### src/design/sct_pkg.sv
// package for the spi control channel tunnel (deserializer side)
package sct_pkg;
   // =====================================================
   // register map
   localparam logic [7:0] SCT_HSCC_ADDR = 8'h43;
   localparam logic [7:0] SCT_HSCC_RESET = 8'h00;
   localparam logic [7:0] SCT_BCCFG_ADDR = 8'h23;
   localparam logic [7:0] SCT_BCCFG_RESET = 8'h00;
   localparam int SCT_MODE_LSB = 0;
   localparam int SCT_MODE_MSB = 2;
   localparam int SCT_BC_DIV_BIT = 6;
   localparam int SCT_BC_HS_BIT = 4;
   localparam logic [2:0] SCT_MODE_SPI_FWD = 3'h6;
   localparam logic [2:0] SCT_MODE_SPI_REV = 3'h7;

   // =====================================================
   // back-channel timing: oscillator at 20 MHz, one bit per divide
   localparam int SCT_CLK_HZ = 20_000_000;
   localparam int SCT_FRAME_BITS = 30;  // 6 us at 5 Mbps
   localparam logic [7:0] SCT_DIV_SLOW = 8'h04;  // 5 Mbps
   localparam logic [7:0] SCT_DIV_MID = 8'h02;   // 10 Mbps
   localparam logic [7:0] SCT_DIV_HS = 8'h01;    // 20 Mbps
   localparam int SCT_BUF_DEPTH = 16;
   localparam int SCT_FWD_SAMPLES = 1;
   localparam int SCT_REV_WR_SAMPLES = 8;

   // =====================================================
   // carriers
   typedef struct packed {
      logic sclk;
      logic mosi;
      logic ss_n;
   } sct_spi_s;

   typedef struct packed {
      logic valid;     // one-cycle frame strobe
      logic ss_n;      // slave-select state
      logic [3:0] count;
      logic [7:0] bits;
   } sct_bc_frame_s;

   typedef struct packed {
      logic wr;
      logic [7:0] addr;
      logic [7:0] wdata;
   } sct_reg_req_s;
endpackage

### src/design/sct_tunnel.sv
// deserializer end of the spi tunnel: forward regen and reverse capture
// =====================================================
// Functional notes
// host programs mode field to 110 forward or 111 reverse first.
// tunnel configuration only via i2c-reached register 0x43; the back-channel rate bits sit in register 0x23.
// forward mode: remote master drives clock, mosi, active-low select.
// serializer oversamples spi lines on pixel clock into frame bits.
// forward mode: regenerate clock, mosi, select on pixel clock.
// hold regenerated mosi stable while regenerated clock is high.
// delay regenerated clock one pixel clock behind mosi.
// reverse mode: synchronise local select and clock to oscillator.
// reverse mode: capture mosi only on synchronised active clock edge.
// reverse mode: buffer mosi samples, drain in back-channel frames.
// every reverse back-channel frame carries current select state.
// local master keeps select high at least one back-channel frame.
// far end may replay data in bursts; slave tolerates spacing.
// reverse reads: master waits round trip before sampling edge.
// reverse reads: at most one data/clock sample per frame.
// slave shifts read data on falling edge; period exceeds latency.
// tunnel never reaches link-device registers, only external parties.
// back-channel 5/10 Mbps by divider bit, 20 Mbps when high-speed set.
// forward mode: sample local miso, return it over back channel.
module sct_tunnel (
   // clock and reset
   input wire logic ref_clk,
   input wire logic rst,
   // register access from i2c slave
   input wire sct_pkg::sct_reg_req_s reg_req,
   output logic [7:0] reg_rdata,
   // forward link frame bits and recovered pixel clock
   input wire logic pclk,
   input wire sct_pkg::sct_spi_s fwd_spi,
   // local spi slave (forward mode)
   output sct_pkg::sct_spi_s loc_slave,
   input wire logic loc_miso,
   // local spi master (reverse mode)
   input wire sct_pkg::sct_spi_s loc_master,
   input wire logic read_mode,
   // back channel
   output sct_pkg::sct_bc_frame_s bc_frame,
   output logic bc_miso
);
   import sct_pkg::*;

   // =====================================================
   // pin synchronisers: spi lines, pixel clock and loc_miso pass two flops
   logic [2:0] fs1_q, fs2_q, ms1_q, ms2_q;
   logic [1:0] ps1_q, ps2_q;
   logic [2:0] fs1_d, fs2_d, ms1_d, ms2_d;
   logic [1:0] ps1_d, ps2_d;
   always_comb begin
      fs1_d = {fwd_spi.sclk, fwd_spi.mosi, fwd_spi.ss_n};
      fs2_d = fs1_q;
      ms1_d = {loc_master.sclk, loc_master.mosi, loc_master.ss_n};
      ms2_d = ms1_q;
      ps1_d = {pclk, loc_miso};
      ps2_d = ps1_q;
   end
   always_ff @(posedge ref_clk) begin
      if (rst) begin
         fs1_q <= 3'h7;
         fs2_q <= 3'h7;
         ms1_q <= 3'h1;
         ms2_q <= 3'h1;
         ps1_q <= 2'h0;
         ps2_q <= 2'h0;
      end else begin
         fs1_q <= fs1_d;
         fs2_q <= fs2_d;
         ms1_q <= ms1_d;
         ms2_q <= ms2_d;
         ps1_q <= ps1_d;
         ps2_q <= ps2_d;
      end
   end

   // =====================================================
   // registers: only the i2c path writes them, spi never does
   logic [7:0] hscc_q, hscc_d, bccfg_q, bccfg_d, rdata_q, rdata_d;
   always_comb begin
      hscc_d = hscc_q;
      bccfg_d = bccfg_q;
      rdata_d = 8'h00; // unmapped reads as zero
      if (reg_req.wr && reg_req.addr == SCT_HSCC_ADDR)
         hscc_d = reg_req.wdata;
      if (reg_req.wr && reg_req.addr == SCT_BCCFG_ADDR)
         bccfg_d = reg_req.wdata;
      if (reg_req.addr == SCT_HSCC_ADDR)
         rdata_d = hscc_q;
      else if (reg_req.addr == SCT_BCCFG_ADDR)
         rdata_d = bccfg_q;
   end
   always_ff @(posedge ref_clk) begin
      if (rst) begin
         hscc_q <= SCT_HSCC_RESET;
         bccfg_q <= SCT_BCCFG_RESET;
         rdata_q <= 8'h00;
      end else begin
         hscc_q <= hscc_d;
         bccfg_q <= bccfg_d;
         rdata_q <= rdata_d;
      end
   end
   assign reg_rdata = rdata_q;

   logic fwd_en, rev_en;
   assign fwd_en = hscc_q[SCT_MODE_MSB:SCT_MODE_LSB] == SCT_MODE_SPI_FWD;
   assign rev_en = hscc_q[SCT_MODE_MSB:SCT_MODE_LSB] == SCT_MODE_SPI_REV;

   // =====================================================
   // forward regeneration on pixel-clock rising edges
   logic pclk_rise;
   logic pclk_prev_q, pclk_prev_d;
   logic clk_dly_q, clk_dly_d, mosi_q, mosi_d, ss_q, ss_d, sclk_q, sclk_d;
   logic miso_q, miso_d;
   assign pclk_rise = ps2_q[1] & ~pclk_prev_q;
   always_comb begin
      pclk_prev_d = ps2_q[1];
      clk_dly_d = clk_dly_q;
      mosi_d = mosi_q;
      ss_d = ss_q;
      sclk_d = sclk_q;
      miso_d = miso_q;
      if (!fwd_en) begin
         sclk_d = 1'b0;
         ss_d = 1'b1;
      end else if (pclk_rise) begin
         clk_dly_d = fs2_q[2];
         sclk_d = clk_dly_q;
         ss_d = fs2_q[0];
         if (!clk_dly_q && !fs2_q[2])
            mosi_d = fs2_q[1];
         if (sclk_q && !clk_dly_q)
            miso_d = ps2_q[0];
      end
   end
   always_ff @(posedge ref_clk) begin
      if (rst) begin
         pclk_prev_q <= 1'b0;
         clk_dly_q <= 1'b0;
         mosi_q <= 1'b0;
         ss_q <= 1'b1;
         sclk_q <= 1'b0;
         miso_q <= 1'b0;
      end else begin
         pclk_prev_q <= pclk_prev_d;
         clk_dly_q <= clk_dly_d;
         mosi_q <= mosi_d;
         ss_q <= ss_d;
         sclk_q <= sclk_d;
         miso_q <= miso_d;
      end
   end
   assign loc_slave = '{sclk: sclk_q, mosi: mosi_q, ss_n: ss_q};
   assign bc_miso = miso_q;

   // =====================================================
   // back-channel bit timing: 20 Mbps overrides divider bit
   function automatic logic [7:0] bc_div(input logic [7:0] cfg);
      if (cfg[SCT_BC_HS_BIT])
         return SCT_DIV_HS;
      return cfg[SCT_BC_DIV_BIT] ? SCT_DIV_MID : SCT_DIV_SLOW;
   endfunction
   logic [7:0] div_cnt_q, div_cnt_d;
   logic [7:0] bit_cnt_q, bit_cnt_d;
   logic frame_end;
   always_comb begin
      div_cnt_d = div_cnt_q + 8'h01;
      bit_cnt_d = bit_cnt_q;
      frame_end = 1'b0;
      if (div_cnt_q + 8'h01 >= bc_div(bccfg_q)) begin
         div_cnt_d = 8'h00;
         bit_cnt_d = bit_cnt_q + 8'h01;
         if (bit_cnt_q == 8'(SCT_FRAME_BITS - 1)) begin
            bit_cnt_d = 8'h00;
            frame_end = 1'b1;
         end
      end
   end
   always_ff @(posedge ref_clk) begin
      if (rst) begin
         div_cnt_q <= 8'h00;
         bit_cnt_q <= 8'h00;
      end else begin
         div_cnt_q <= div_cnt_d;
         bit_cnt_q <= bit_cnt_d;
      end
   end

   // =====================================================
   // reverse capture buffer; a full buffer drops new samples, so the
   // master must pace itself against the frame rate
   logic [SCT_BUF_DEPTH-1:0] buf_q, buf_d;
   logic [4:0] fill_q, fill_d;
   logic sclk_prev_q, sclk_prev_d;
   logic [3:0] take;
   sct_bc_frame_s frame_q, frame_d;
   always_comb begin
      buf_d = buf_q;
      fill_d = fill_q;
      sclk_prev_d = ms2_q[2];
      frame_d = frame_q;
      frame_d.valid = 1'b0;
      take = 4'h0;
      if (frame_end && rev_en) begin
         take = read_mode ? 4'(SCT_FWD_SAMPLES)
                          : 4'(SCT_REV_WR_SAMPLES);
         if ({1'b0, take} > fill_q)
            take = fill_q[3:0];
         frame_d.valid = 1'b1;
         frame_d.ss_n = ms2_q[0];
         frame_d.count = take;
         frame_d.bits = buf_q[7:0];
         buf_d = buf_q >> take;
         fill_d = fill_q - {1'b0, take};
      end
      if (!rev_en) begin
         fill_d = 5'h00;
      end else if (ms2_q[2] && !sclk_prev_q && !ms2_q[0] &&
                   fill_d < 5'(SCT_BUF_DEPTH)) begin
         buf_d[fill_d[3:0]] = ms2_q[1];
         fill_d = fill_d + 5'h01;
      end
   end
   always_ff @(posedge ref_clk) begin
      if (rst) begin
         buf_q <= 16'h0000;
         fill_q <= 5'h00;
         sclk_prev_q <= 1'b0;
         frame_q <= '{valid: 1'b0, ss_n: 1'b1, count: 4'h0, bits: 8'h00};
      end else begin
         buf_q <= buf_d;
         fill_q <= fill_d;
         sclk_prev_q <= sclk_prev_d;
         frame_q <= frame_d;
      end
   end
   assign bc_frame = frame_q;
endmodule

### config.mk
export PLATFORM = sky130hd
export DESIGN_NAME = sct_tunnel
export DESIGN_NICKNAME = d
export VERILOG_FILES = /design/src/design/sct_pkg.sv /design/src/design/sct_tunnel.sv
export SDC_FILE = /design/constraint.sdc
export NUM_CORES = 1
export LEC_CHECK = 0
export CAP_MARGIN = 25
export CORE_ASPECT_RATIO = 1.2
export CORE_MARGIN = 5
export CORE_UTILIZATION = 50
export CTS_BUF_LIST = sky130_fd_sc_hd__clkbuf_2 sky130_fd_sc_hd__clkbuf_4 sky130_fd_sc_hd__clkbuf_8
export DETAILED_ROUTE_END_ITERATION = 6
export DONT_BUFFER_PORTS = 1
export SLEW_MARGIN = 0
export SYNTH_ARGS = -nofsm -noshare
export SYNTH_HDL_FRONTEND = slang
export SYNTH_SLANG_ARGS = --single-unit
export TNS_END_PERCENT = 100
### constraint.sdc
create_clock -name ref_clk -period 6 [get_ports ref_clk]
set_clock_uncertainty 0.1 [all_clocks]
set_input_delay 0.3 -clock ref_clk [delete_from_list [all_inputs] [get_ports ref_clk]]
set_output_delay 0.3 -clock ref_clk [all_outputs]
set_load 0.05 [all_outputs]
==> results.py, run 1 <==
metrics = {
    "die": {
        "start_util": 0.511,
        "die_h_microns": 121,
        "fp-row-count": 40,
        "top_level_ports": 54,
        "chipWidth_microns": 102,
        "die_area_sq_um": 12400,
        "coreArea_sq_um": 10000,
    },
    "timing": {
        "worst_slew_pin_slew_ns": 1.01,
        "max_freq_ghz": 0.206,
        "slew_viol_final": 0,
        "max_slew_margin": 0.321,
        "fin_crit_ns": 4.85,
        "setup_tns_ns": 0,
        "fin_crit_sh": 0.809,
        "holdWs_ns": 0.0284,
        "rsz0062_at_grt": "false",
        "finalSetupViolCount": 0,
        "hold_viol": 0,
    },
    "worst_setup_path": {
        "critPathBufInv": 3,
        "required_ns": 6.15,
        "crit_top_cell": "ha_1",
        "worstPathArrival_ns": 5.00,
        "endpoint_kind": "flip-flop",
        "worst-setup-path-type": "flip-flop to flip-flop",
        "cpPeakStageDelay_ns": 0.73,
        "start_kind": "flip-flop",
        "crit_path_cell_trace": "inv_1, ha_1, or4b_4, a211o_4, mux2i_4, inv_4, ha_1, inv_1, ha_1, o21bai_1, a2111o_1, o21ai_0, and3_1, nand4_1, a221oi_1",
        "cp_max_fo": 22,
        "crit_family": "compound AO/OA/AOI/OAI gates",
        "cp_slowest_cell": "and3_1",
    },
    "route": {
        "drt-wirelength-per-cell_microns": 17.7,
        "vias_per_cell": 6.00,
        "drtAntennaViolNets": 0,
        "first_iter_violations": 432,
        "drc": 0,
        "vias": 4435,
        "drt-total-wl_mm": 13.1,
        "drtPass1Iterations": 7,
    },
    "placed_design": {
        "gp_congestion": 0.948,
        "portBuffers": 0,
        "dp_hpwl_mm": 9.03,
        "dpl_cell_area_sq_um": 5170,
    },
    "cells_and_area": {
        "ff_latch_area_sq_um": 1960,
        "utilization": 0.560,
        "antennaDiodeCount": 0,
        "fillers": 935,
        "synthToLayoutAreaGrowth_pct": 9.54,
        "nNetsFinal": 649,
        "drive_gt1_frac": 0.0881,
        "final_area_sq_um": 5610,
        "multi_input_area_sq_um": 2960,
    },
    "synthesis": {
        "synth_flop_cell": "dfxtp_1",
        "synthesis.area_sq_um": 5120,
        "synth.top_cell.area_share": 0.383,
        "synthTopCellsByArea": "dfxtp_1 38%, mux2i_1 7.4%, nand2_1 5.1%",
        "synth_area_per_cell_sq_um": 8.46,
        "synth-seq-area-share": 0.383,
        "synthCells": 605,
        "yosysTopAreaCell": "dfxtp_1",
        "synth_edf_count": 0,
        "yosysWarnings": 0,
        "netlist-cell-type-count": 72,
        "ys_ff_latch": 98,
        "async_reset_ff_frac": 0,
    },
    "pwr": {
        "power.switching_uw": 271,
        "pwr-share-comb": 0.062,
        "p_per_area_nw_per_um2": 208,
        "p_seq_frac": 0.569,
        "p_leak_nw": 2.08,
        "netSwitchingFraction": 0.232,
        "internal_power_uw": 897,
        "irDropWorstVdd_mv": 0.190,
        "clockPowerShare": 0.369,
    },
    "clock_tree": {
        "post_cts_buffers": 0,
        "cts_tree": "yes",
        "clk_pin_slew_worst_paths_ns": 0.09,
        "cts.path.max_buffers": 2,
        "clock_sink_count": 98,
        "numCtsBuffers": 9,
        "clkLatencyLatePin_ns": 0.36,
        "htreeDepth": 3,
        "root_buffer": "clkbuf_8",
    },
    "global_routing": {
        "grtUsageTotal": 0.215,
        "grt_pass1_vias": 4223,
        "grt_max_degree": 64,
        "antenna_found_initial": 0,
        "grt.overflow.total": 0,
        "grt_pass1_wl_mm": 21.1,
    },
    "run": {
        "cap_viol_max_count": 0,
    },
    "outcome": {
        "status": "finished, final reports clean",
    },
    "min_path": {
        "hp-class": "input pin to flip-flop",
    },
}
[cell families (layout without fill, tap and decap cells)]
family,after synthesis,after routing,share of synthesized area
other,1,5,0.000733
flip-flops,98,98,0.383
AND/OR/NAND/NOR,246,246,0.241
buffers and inverters,52,56,0.0433
XOR/XNOR,10,10,0.0171
adder cells (fa/ha/maj),13,13,0.0318
multiplexers,51,51,0.105
AO/OA/AOI/OAI,134,134,0.177
[through the flow]
stage / power, mW / cells / setup slack (ns)
after global placement: 0.732 / 701 / 1.33
final: 1.17 / 739 / 1.15
after floorplan: 0.731 / 609 / 1.34
after detailed placement: 0.733 / 701 / 1.19
after CTS: 1.18 / 739 / 1.18
after global routing: 1.22 / 739 / 0.850
[area by class of cell]
| class | count | area share |
|---|---|---|
| clock buffer | 11 | 0.0248 |
| inverter | 13 | 0.00915 |
| clock inverter | 5 | 0.0109 |
| tap | 126 | 0.0281 |
| multi-input combinational | 459 | 0.528 |
| sequential | 98 | 0.350 |
| timing repair buffer | 27 | 0.0491 |
[power by group through the flow]
| stage | Clock [mW] | Sequential (mW) | Combinational (mW) |
|---|---|---|---|
| 2_1_floorplan | 0 | 0.679 | 0.0524 |
| 3_3_place_gp | 0 | 0.680 | 0.0516 |
| 3_5_place_dp | 0 | 0.680 | 0.0525 |
| 4_1_cts | 0.442 | 0.665 | 0.0715 |
| 5_1_grt | 0.470 | 0.666 | 0.0795 |
| 6_report | 0.431 | 0.665 | 0.0719 |
[synthesized netlist by cell type (2+ instances only)]
cell type,n
a21o_1,2
a2111o_1,3
dfxtp_1,98
nand4_1,23
nand3_1,31
and4b_1,2
nor2_1,47
or3_1,3
xnor2_1,6
a21oi_1,52
buf_1,3
and2_1,6
a211oi_1,10
a221oi_1,2
ha_1,13
xor2_1,4
a2bb2oi_1,2
clkbuf_1,28
o2111ai_1,3
nor3_1,12
a22oi_1,8
o22ai_1,4
nor3b_1,6
nand3b_1,2
a31oi_1,4
buf_2,4
o21ai_0,13
nand2_1,70
a41o_1,3
a211o_1,3
o211ai_1,2
inv_1,11
o221ai_1,4
nor4b_1,2
mux2i_1,38
o31ai_1,2
buf_4,3
nor2b_1,14
mux2_1,3
mux2_2,9
or2_2,10
nand2b_1,3
nor4_1,3
and3_1,6
[per-layer routing]
metal	track usage	vias to the layer above	wire (microns)
li1	-	2201	-
met1	0.297	2032	5810
met2	0.328	173	6010
met3	0.0415	29	979
met4	0.0861	0	312
met5	0	-	0
[state kept, by name, summed over array words and instances (netlist names), 2 cells and up]
signal and flops:
reg_rdata 8, bc_frame 14, fill_q 5, bit_cnt_q 8, ms1_q 3, ps1_q 2
bccfg_q 8, ms2_q 3, ps2_q 2, fs1_q 3, buf_q 16, fs2_q 3
hscc_q 8, div_cnt_q 8
[placed cells by master, fill, tap and decap left out, types with 11 or more instances in the layout]
master | synthesis | final
dfxtp_1 | 98 | 98
nand2_1 | 70 | 70
a21oi_1 | 52 | 52
nor2_1 | 47 | 47
mux2i_1 | 38 | 38
nand3_1 | 31 | 31
nand4_1 | 23 | 23
dlygate4sd3_1 | 0 | 21
nor2b_1 | 14 | 14
o21ai_0 | 13 | 13
ha_1 | 13 | 13
nor3_1 | 12 | 12
inv_1 | 11 | 11
[timing repair]
| action | in CTS | in global routing |
|---|---|---|
| setup endpoints to repair | 0 | 0 |
| hold endpoints to repair | 63 | 0 |
| gates resized for setup | 0 | 0 |
| hold buffers | 22 | 0 |
[worst paths after layout]
| kind | start | endpoint | slack [ns] | depth (start not counted) |
|---|---|---|---|---|
| worst max-delay path | fill_q[3]$_SDFF_PP0_ | buf_q[0]$_SDFF_PP0_ | 1.15 | 15 |
| worst min-delay path | rst | buf_q[11]$_SDFF_PP0_ | 0.03 | 2 |
| worst max register to register | fill_q[3]$_SDFF_PP0_ | buf_q[0]$_SDFF_PP0_ | 1.15 | 15 |
| worst min register to register | fs1_q[0]$_SDFF_PP1_ | fs2_q[0]$_SDFF_PP1_ | 0.31 | 1 |
Note: power is estimated with default switching activity, not from simulation.
==> inputs of run 2 (changes only) <==
ABC_AREA = 1   (was default)
clock period = 4.8 ns   (was 6 ns; I/O delays follow)
==> run 2 against run 1 <==
Net effect:
- power up 24%
- global-route usage down 1.9 points
- routed wire length decreased by 11%
==> results.py, run 2 <==
metrics = {
    "cells_and_area": {
        "largest_register_ff_count": 16,
        "final_common_cell": "nand2_1",
        "multi_input_area_sq_um": 2590,
        "nNetsFinal": 773,
        "top_register": "buf_q",
        "synthToLayoutAreaGrowth_pct": 9.41,
        "final_cell_mix": "177 x nand2_1, 103 x nand3_1, 98 x dfxtp_1, 80 x inv_1, 59 x nor2_1",
        "fin_cells": 863,
        "drive_gt1_frac": 0.0841,
        "fillers": 988,
        "antennaDiodeCount": 0,
        "ff_latch_area_sq_um": 1960,
    },
    "worst_setup_path": {
        "crit_path_end": "buf_q[6]$_SDFF_PP0_",
        "start_kind": "flip-flop",
        "cp_max_fo": 17,
        "crit_path_start": "fill_q[3]$_SDFF_PP0_",
        "r2r_cells": 21,
        "required_ns": 4.96,
        "worstPathArrival_ns": 3.93,
        "worst-setup-path-type": "flip-flop to flip-flop",
        "r2r_setup_slack_ns": 1.03,
        "r2r_start": "fill_q[3]$_SDFF_PP0_",
        "reg2reg_to": "buf_q[6]$_SDFF_PP0_",
        "endpoint_kind": "flip-flop",
    },
    "timing": {
        "worst_slew_pin_slew_ns": 0.912,
        "max_slew_margin": 0.391,
        "slew_viol_final": 0,
        "setup_ws_ns": 1.03,
        "hold_viol": 0,
        "finalSetupViolCount": 0,
        "fin_crit_sh": 0.785,
        "setup_tns_ns": 0,
        "rsz0062_at_grt": "false",
        "fin_crit_ns": 3.77,
        "max_freq_ghz": 0.265,
    },
    "synthesis": {
        "synth_edf_count": 0,
        "synth-seq-area-share": 0.393,
        "synthCells": 722,
        "synthesis.area_sq_um": 4990,
        "synth_flop_cell": "dfxtp_1",
        "async_reset_ff_frac": 0,
        "synth_most_common_cell": "nand2_1",
        "yosysTopAreaCell": "dfxtp_1",
        "netlist-cell-type-count": 39,
        "synth.top_cell.area_share": 0.393,
        "ys_ff_latch": 98,
        "yosysWarnings": 0,
        "synthTopCellsByArea": "dfxtp_1 39%, nand2_1 13%, nand3_1 10%",
        "netlist_top_cells_count": "177 x nand2_1, 103 x nand3_1, 98 x dfxtp_1",
        "synth_area_per_cell_sq_um": 6.91,
    },
    "clock_tree": {
        "clock_sink_count": 98,
        "root_buffer": "clkbuf_8",
        "clkLatencyLatePin_ns": 0.37,
        "cts.path.max_buffers": 2,
        "cts_tree": "yes",
        "numCtsBuffers": 9,
        "htreeDepth": 3,
        "clk_pin_slew_worst_paths_ns": 0.11,
    },
    "placed_design": {
        "pre_cts_ws_ns": 1.10,
        "dp.cells": 825,
        "gp_congestion": 0.951,
        "dp_hpwl_mm": 8.25,
        "portBuffers": 0,
    },
    "die": {
        "coreArea_sq_um": 9910,
        "fp-row-count": 40,
        "top_level_ports": 54,
        "die_area_sq_um": 12100,
        "die_h_microns": 119,
        "start_util": 0.503,
        "chipWidth_microns": 101,
    },
    "pwr": {
        "pwr-share-comb": 0.058,
        "p_seq_frac": 0.576,
        "power.switching_uw": 370,
        "clockPowerShare": 0.366,
        "p_leak_nw": 2.21,
        "irDropWorstVdd_mv": 0.248,
        "p_per_area_nw_per_um2": 264,
        "netSwitchingFraction": 0.257,
        "internal_power_mw": 1.07,
    },
    "global_routing": {
        "grt_max_degree": 50,
        "grt.overflow.total": 0,
        "antenna_found_initial": 0,
        "grt_pass1_vias": 4213,
        "grt_pass1_wl_mm": 19.6,
        "grtUsageTotal": 0.196,
    },
    "route": {
        "drt-total-wl_mm": 11.6,
        "vias": 4549,
        "drt-wirelength-per-cell_microns": 13.5,
        "drtPass1Iterations": 5,
        "drtAntennaViolNets": 0,
        "vias_per_cell": 5.27,
        "first_iter_violations": 272,
        "drc": 0,
    },
    "min_path": {
        "hp-class": "input pin to flip-flop",
        "min_from": "rst",
    },
    "run": {
        "cap_viol_max_count": 0,
    },
    "outcome": {
        "status": "finished, final reports clean",
    },
}
-- run 2: cell count changes in the layout (fill, tap and decap cells not counted), sizes merged, moves of 16 or more --
| cell | delta |
|---|---|
| nand2 | +117 |
| nand3 | +76 |
| inv | +68 |
| mux2i | -39 |
| nor2 | +22 |
| nand4 | -17 |
| o21ai | +16 |
-- run 2: cells by family after synthesis --
| kind of cell | synth area share |
|---|---|
| xor gates and xnor gates | 0.00527 |
| AOI/OAI and AO/OA | 0.104 |
| and+or+nand+nor | 0.373 |
| adders and majority gates | 0.0326 |
| buffers and inverters | 0.0908 |
| DFF | 0.393 |
| other | 0.000752 |
-- run 2: worst min path at each step --
stage	to	depth (start not counted)
final	bc_frame[5]$_SDFFE_PP0N_	2
after global routing	ps2_q[0]$_SDFF_PP0_	2
after CTS	bc_frame[1]$_SDFFE_PP0N_	2
after detailed placement	hscc_q[7]$_SDFFE_PP0P_	1
after global placement	hscc_q[7]$_SDFFE_PP0P_	1
after floorplan	fs1_q[0]$_SDFF_PP1_	1
-- run 2: power by group through the flow --
stage	combinational [mW]	sequential, mW	clock [mW]
2_1_floorplan	0.0604	0.848	0
3_3_place_gp	0.0622	0.849	0
3_5_place_dp	0.0643	0.849	0
4_1_cts	0.0841	0.830	0.541
5_1_grt	0.0956	0.832	0.576
6_report	0.0841	0.830	0.528
-- run 2: final cells by class --
type	instances	share of cell area
multi-input combinational	519	0.475
sequential	98	0.360
inverter	80	0.0550
timing repair buffer	24	0.0449
tap	126	0.0289
clock buffer	10	0.0252
clock inverter	6	0.0110
-- run 2: layer usage --
layer | share of wire | wire [microns] | GRT usage | up-vias
met5 | 0 | 0 | 0 | -
met3 | 0.044 | 513 | 0.0322 | 15
li1 | - | - | - | 2357
met1 | 0.46 | 5390 | 0.262 | 2077
met2 | 0.48 | 5580 | 0.320 | 100
met4 | 0.013 | 154 | 0.0632 | 0
-- run 2: stage by stage --
stage / util / area [sq um] / total power, mW / hold WS, ns
6_report: 0.551 / 5460 / 1.44 / 0.0831
3_5_place_dp: 0.507 / 5030 / 0.914 / 0.224
3_3_place_gp: 0.507 / 5030 / 0.911 / 0.222
5_1_grt: 0.551 / 5460 / 1.50 / 0.0779
2_1_floorplan: - / 5000 / 0.908 / 0.244
4_1_cts: 0.551 / 5460 / 1.46 / 0.0635
-- run 2: timing repair --
item	4_1_cts	5_1_grt
buffers inserted	0	0
hold endpoints to repair	54	0
resized for setup	0	0
hold buffers	22	0
-- run 2: critical path, stage by stage (launching register included) --
cell and delay, ns:
dfxtp_1 0.38, inv_1 0.06, ha_1 0.27, inv_1 0.04, nor2_2 0.08, nand3_1 0.07
nand2_1 0.08, nand2_2 0.11, inv_1 0.12, nand2_2 0.21, nand2_2 0.33, ha_1 0.26
inv_1 0.06, ha_1 0.26, inv_1 0.06, o21ai_4 0.25, ha_1 0.20, inv_1 0.05
nor2_1 0.39, nand3_1 0.13, nand2_1 0.08, nor2_1 0.07
==> inputs of run 3 (changes only) <==
ABC_AREA = 0   (was 1)
clock period = 3.6 ns   (was 4.8 ns; I/O delays follow)
==> run 3 against run 2 <==
Net effect:
- the run now ends with setup timing left
- register-to-register slack got worse by 1.3 ns
- sequential cell count is the same
- count of clock-buffer cells in the layout down 1
- clock power grew 55%
- non-clock buffer count is 41 higher
- die area grew 2.4%
- setup slack worse by 1.3 ns
- sequential power rose by 34%
- final cell count decreased by 9.8%
- largest cell class unchanged
==> results.py, run 3 (same netlist as run 1, synthesis figures left out) <==
metrics = {
    "outcome": {
        "status": "complete, but fails checks",
        "failed_checks": "setup timing",
    },
    "global_routing": {
        "grt_pass1_vias": 4661,
        "globalRouteMet1Util": 0.304,
        "grtUsageTotal": 0.243,
        "gr-usage-met3": 0.0421,
        "grt_pass1_wl_mm": 23.7,
        "grt_max_degree": 66,
        "busiest_layer": "met2",
        "antenna_found_initial": 0,
        "grt.overflow.total": 0,
        "met2_usage": 0.403,
    },
    "worst_setup_path": {
        "reg2reg_to": "buf_q[12]$_SDFF_PP0_",
        "r2r_setup_slack_ns": -0.25,
        "start_kind": "flip-flop",
        "required_ns": 3.76,
        "r2r_cells": 15,
        "endpoint_kind": "flip-flop",
        "cpPeakStageDelay_ns": 0.46,
        "crit_top_cell": "ha_4",
        "cp_max_fo": 6,
        "cp_slowest_cell": "or4b_4",
        "crit_path_cell_trace": "inv_4, ha_4, or4b_4, a211o_4, mux2i_4, inv_4, ha_4, inv_2, ha_4, o21bai_4, a2111o_1, or3_4, and3_4, nand4_1, mux2_2",
        "r2r_start": "fill_q[3]$_SDFF_PP0_",
        "worst-setup-path-type": "flip-flop to flip-flop",
        "worstPathArrival_ns": 4.01,
    },
    "route": {
        "vias": 4740,
        "vias_per_cell": 6.09,
        "drc": 0,
        "drtAntennaViolNets": 0,
        "drt-wirelength-per-cell_microns": 19.1,
        "drt-total-wl_mm": 14.8,
        "first_iter_violations": 457,
        "drtPass1Iterations": 5,
    },
    "timing": {
        "max_freq_ghz": 0.260,
        "setup_ws_ns": -0.252,
        "finalSetupViolCount": 21,
        "slew_viol_final": 0,
        "rsz0062_at_grt": "true",
        "max_slew_margin": 0.521,
        "worst_slew_pin_slew_ns": 0.717,
        "hold_viol": 0,
        "fin_crit_ns": 3.85,
        "fin_crit_sh": 1.07,
    },
    "die": {
        "die_h_microns": 121,
        "start_util": 0.511,
        "die_area_sq_um": 12400,
        "top_level_ports": 54,
        "coreArea_sq_um": 10000,
        "chipWidth_microns": 102,
        "fp-row-count": 40,
    },
    "cells_and_area": {
        "final_area_sq_um": 6120,
        "largest_register_ff_count": 16,
        "top_register": "buf_q",
        "synthToLayoutAreaGrowth_pct": 19.6,
        "final_common_cell": "dfxtp_1",
        "antennaDiodeCount": 0,
        "drive_gt1_frac": 0.175,
        "final_cell_mix": "97 x dfxtp_1, 70 x nand2_1, 50 x a21oi_1, 46 x nor2_1",
        "nNetsFinal": 688,
    },
    "clock_tree": {
        "clkLatencyLatePin_ns": 0.37,
        "cts_tree": "yes",
        "htreeDepth": 3,
        "numCtsBuffers": 9,
        "cts.path.max_buffers": 2,
        "clk_pin_slew_worst_paths_ns": 0.11,
        "clock_sink_count": 98,
        "root_buffer": "clkbuf_8",
    },
    "placed_design": {
        "dpl_cell_area_sq_um": 5520,
        "dp_hpwl_mm": 10.4,
        "portBuffers": 0,
        "gp_congestion": 0.947,
    },
    "min_path": {
        "holdPathEnd": "bc_frame[3]$_SDFFE_PP0N_",
        "holdPathStages": 2,
        "hp-class": "input pin to flip-flop",
        "min_from": "rst",
    },
    "pwr": {
        "p_per_area_nw_per_um2": 339,
        "p_leak_nw": 2.32,
        "irDropWorstVdd_mv": 0.283,
        "totalPowerFinal_mw": 2.08,
    },
    "run": {
        "cap_viol_max_count": 0,
    },
}
## run 3: layout make-up
cell class | count | area (sq um)
tap | 126 | 158
inverter | 13 | 53.8
clock buffer | 9 | 124
sequential | 98 | 1970
timing repair buffer | 65 | 578
fill | 912 | 3890
multi-input combinational | 460 | 3130
clock inverter | 7 | 106
## run 3: timing repair
action / CTS / global route
gates cloned: 1 / 0
setup buffers: 2 / 2
endpoints found under the setup margin: 21 / 21
pin swaps: 3 / 0
resized for setup: 13 / 6
endpoints found under the hold margin: 66 / 0
hold buffers: 23 / 0
## run 3: critical path, delay by kind of cell, from the launching register on
kind / cells / cell delay (ns)
compound gates: 3 / 0.91
fa+ha+maj: 3 / 0.52
buf+inv: 3 / 0.14
flops: 1 / 0.38
mux: 2 / 0.53
simple gates: 4 / 1.16
## run 3: stage by stage
step	utilization	instances	worst slack, ns	hold slack, ns	setup TNS (ns)
after floorplan	-	609	-0.383	0.184	-4.58
after global placement	0.551	734	-0.158	0.155	-2.29
after detailed placement	0.551	734	-0.262	0.157	-4.19
after CTS	0.607	776	-0.210	0.0379	-2.86
after global routing	0.611	778	-0.331	0.0349	-5.65
final	0.611	778	-0.252	0.0166	-3.56
## run 3: how the worst max path moves through the flow
stage                    startpoint              endpoint  slack (ns)  cells past startpoint
2_1_floorplan  fill_q[3]$_SDFF_PP0_  buf_q[12]$_SDFF_PP0_       -0.38                     16
3_3_place_gp   fill_q[3]$_SDFF_PP0_  buf_q[13]$_SDFF_PP0_       -0.16                     15
3_5_place_dp   fill_q[3]$_SDFF_PP0_   buf_q[7]$_SDFF_PP0_       -0.26                     15
4_1_cts        fill_q[3]$_SDFF_PP0_  buf_q[13]$_SDFF_PP0_       -0.21                     15
5_1_grt        fill_q[3]$_SDFF_PP0_   buf_q[5]$_SDFF_PP0_       -0.33                     15
6_report       fill_q[3]$_SDFF_PP0_  buf_q[12]$_SDFF_PP0_       -0.25                     15
## run 3: per-layer routing
| layer | wire length (microns) | part of all wire |
|---|---|---|
| met2 | 7160 | 0.48 |
| met4 | 632 | 0.043 |
| met5 | 0 | 0 |
| met1 | 6080 | 0.41 |
| met3 | 964 | 0.065 |
## run 3: report_power, final
part	internal, mW	total, mW	switching [mW]
Clock	0.405	0.817	0.412
Sequential	1.10	1.11	0.00886
Combinational	0.0734	0.152	0.0785
Total	1.58	2.08	0.499
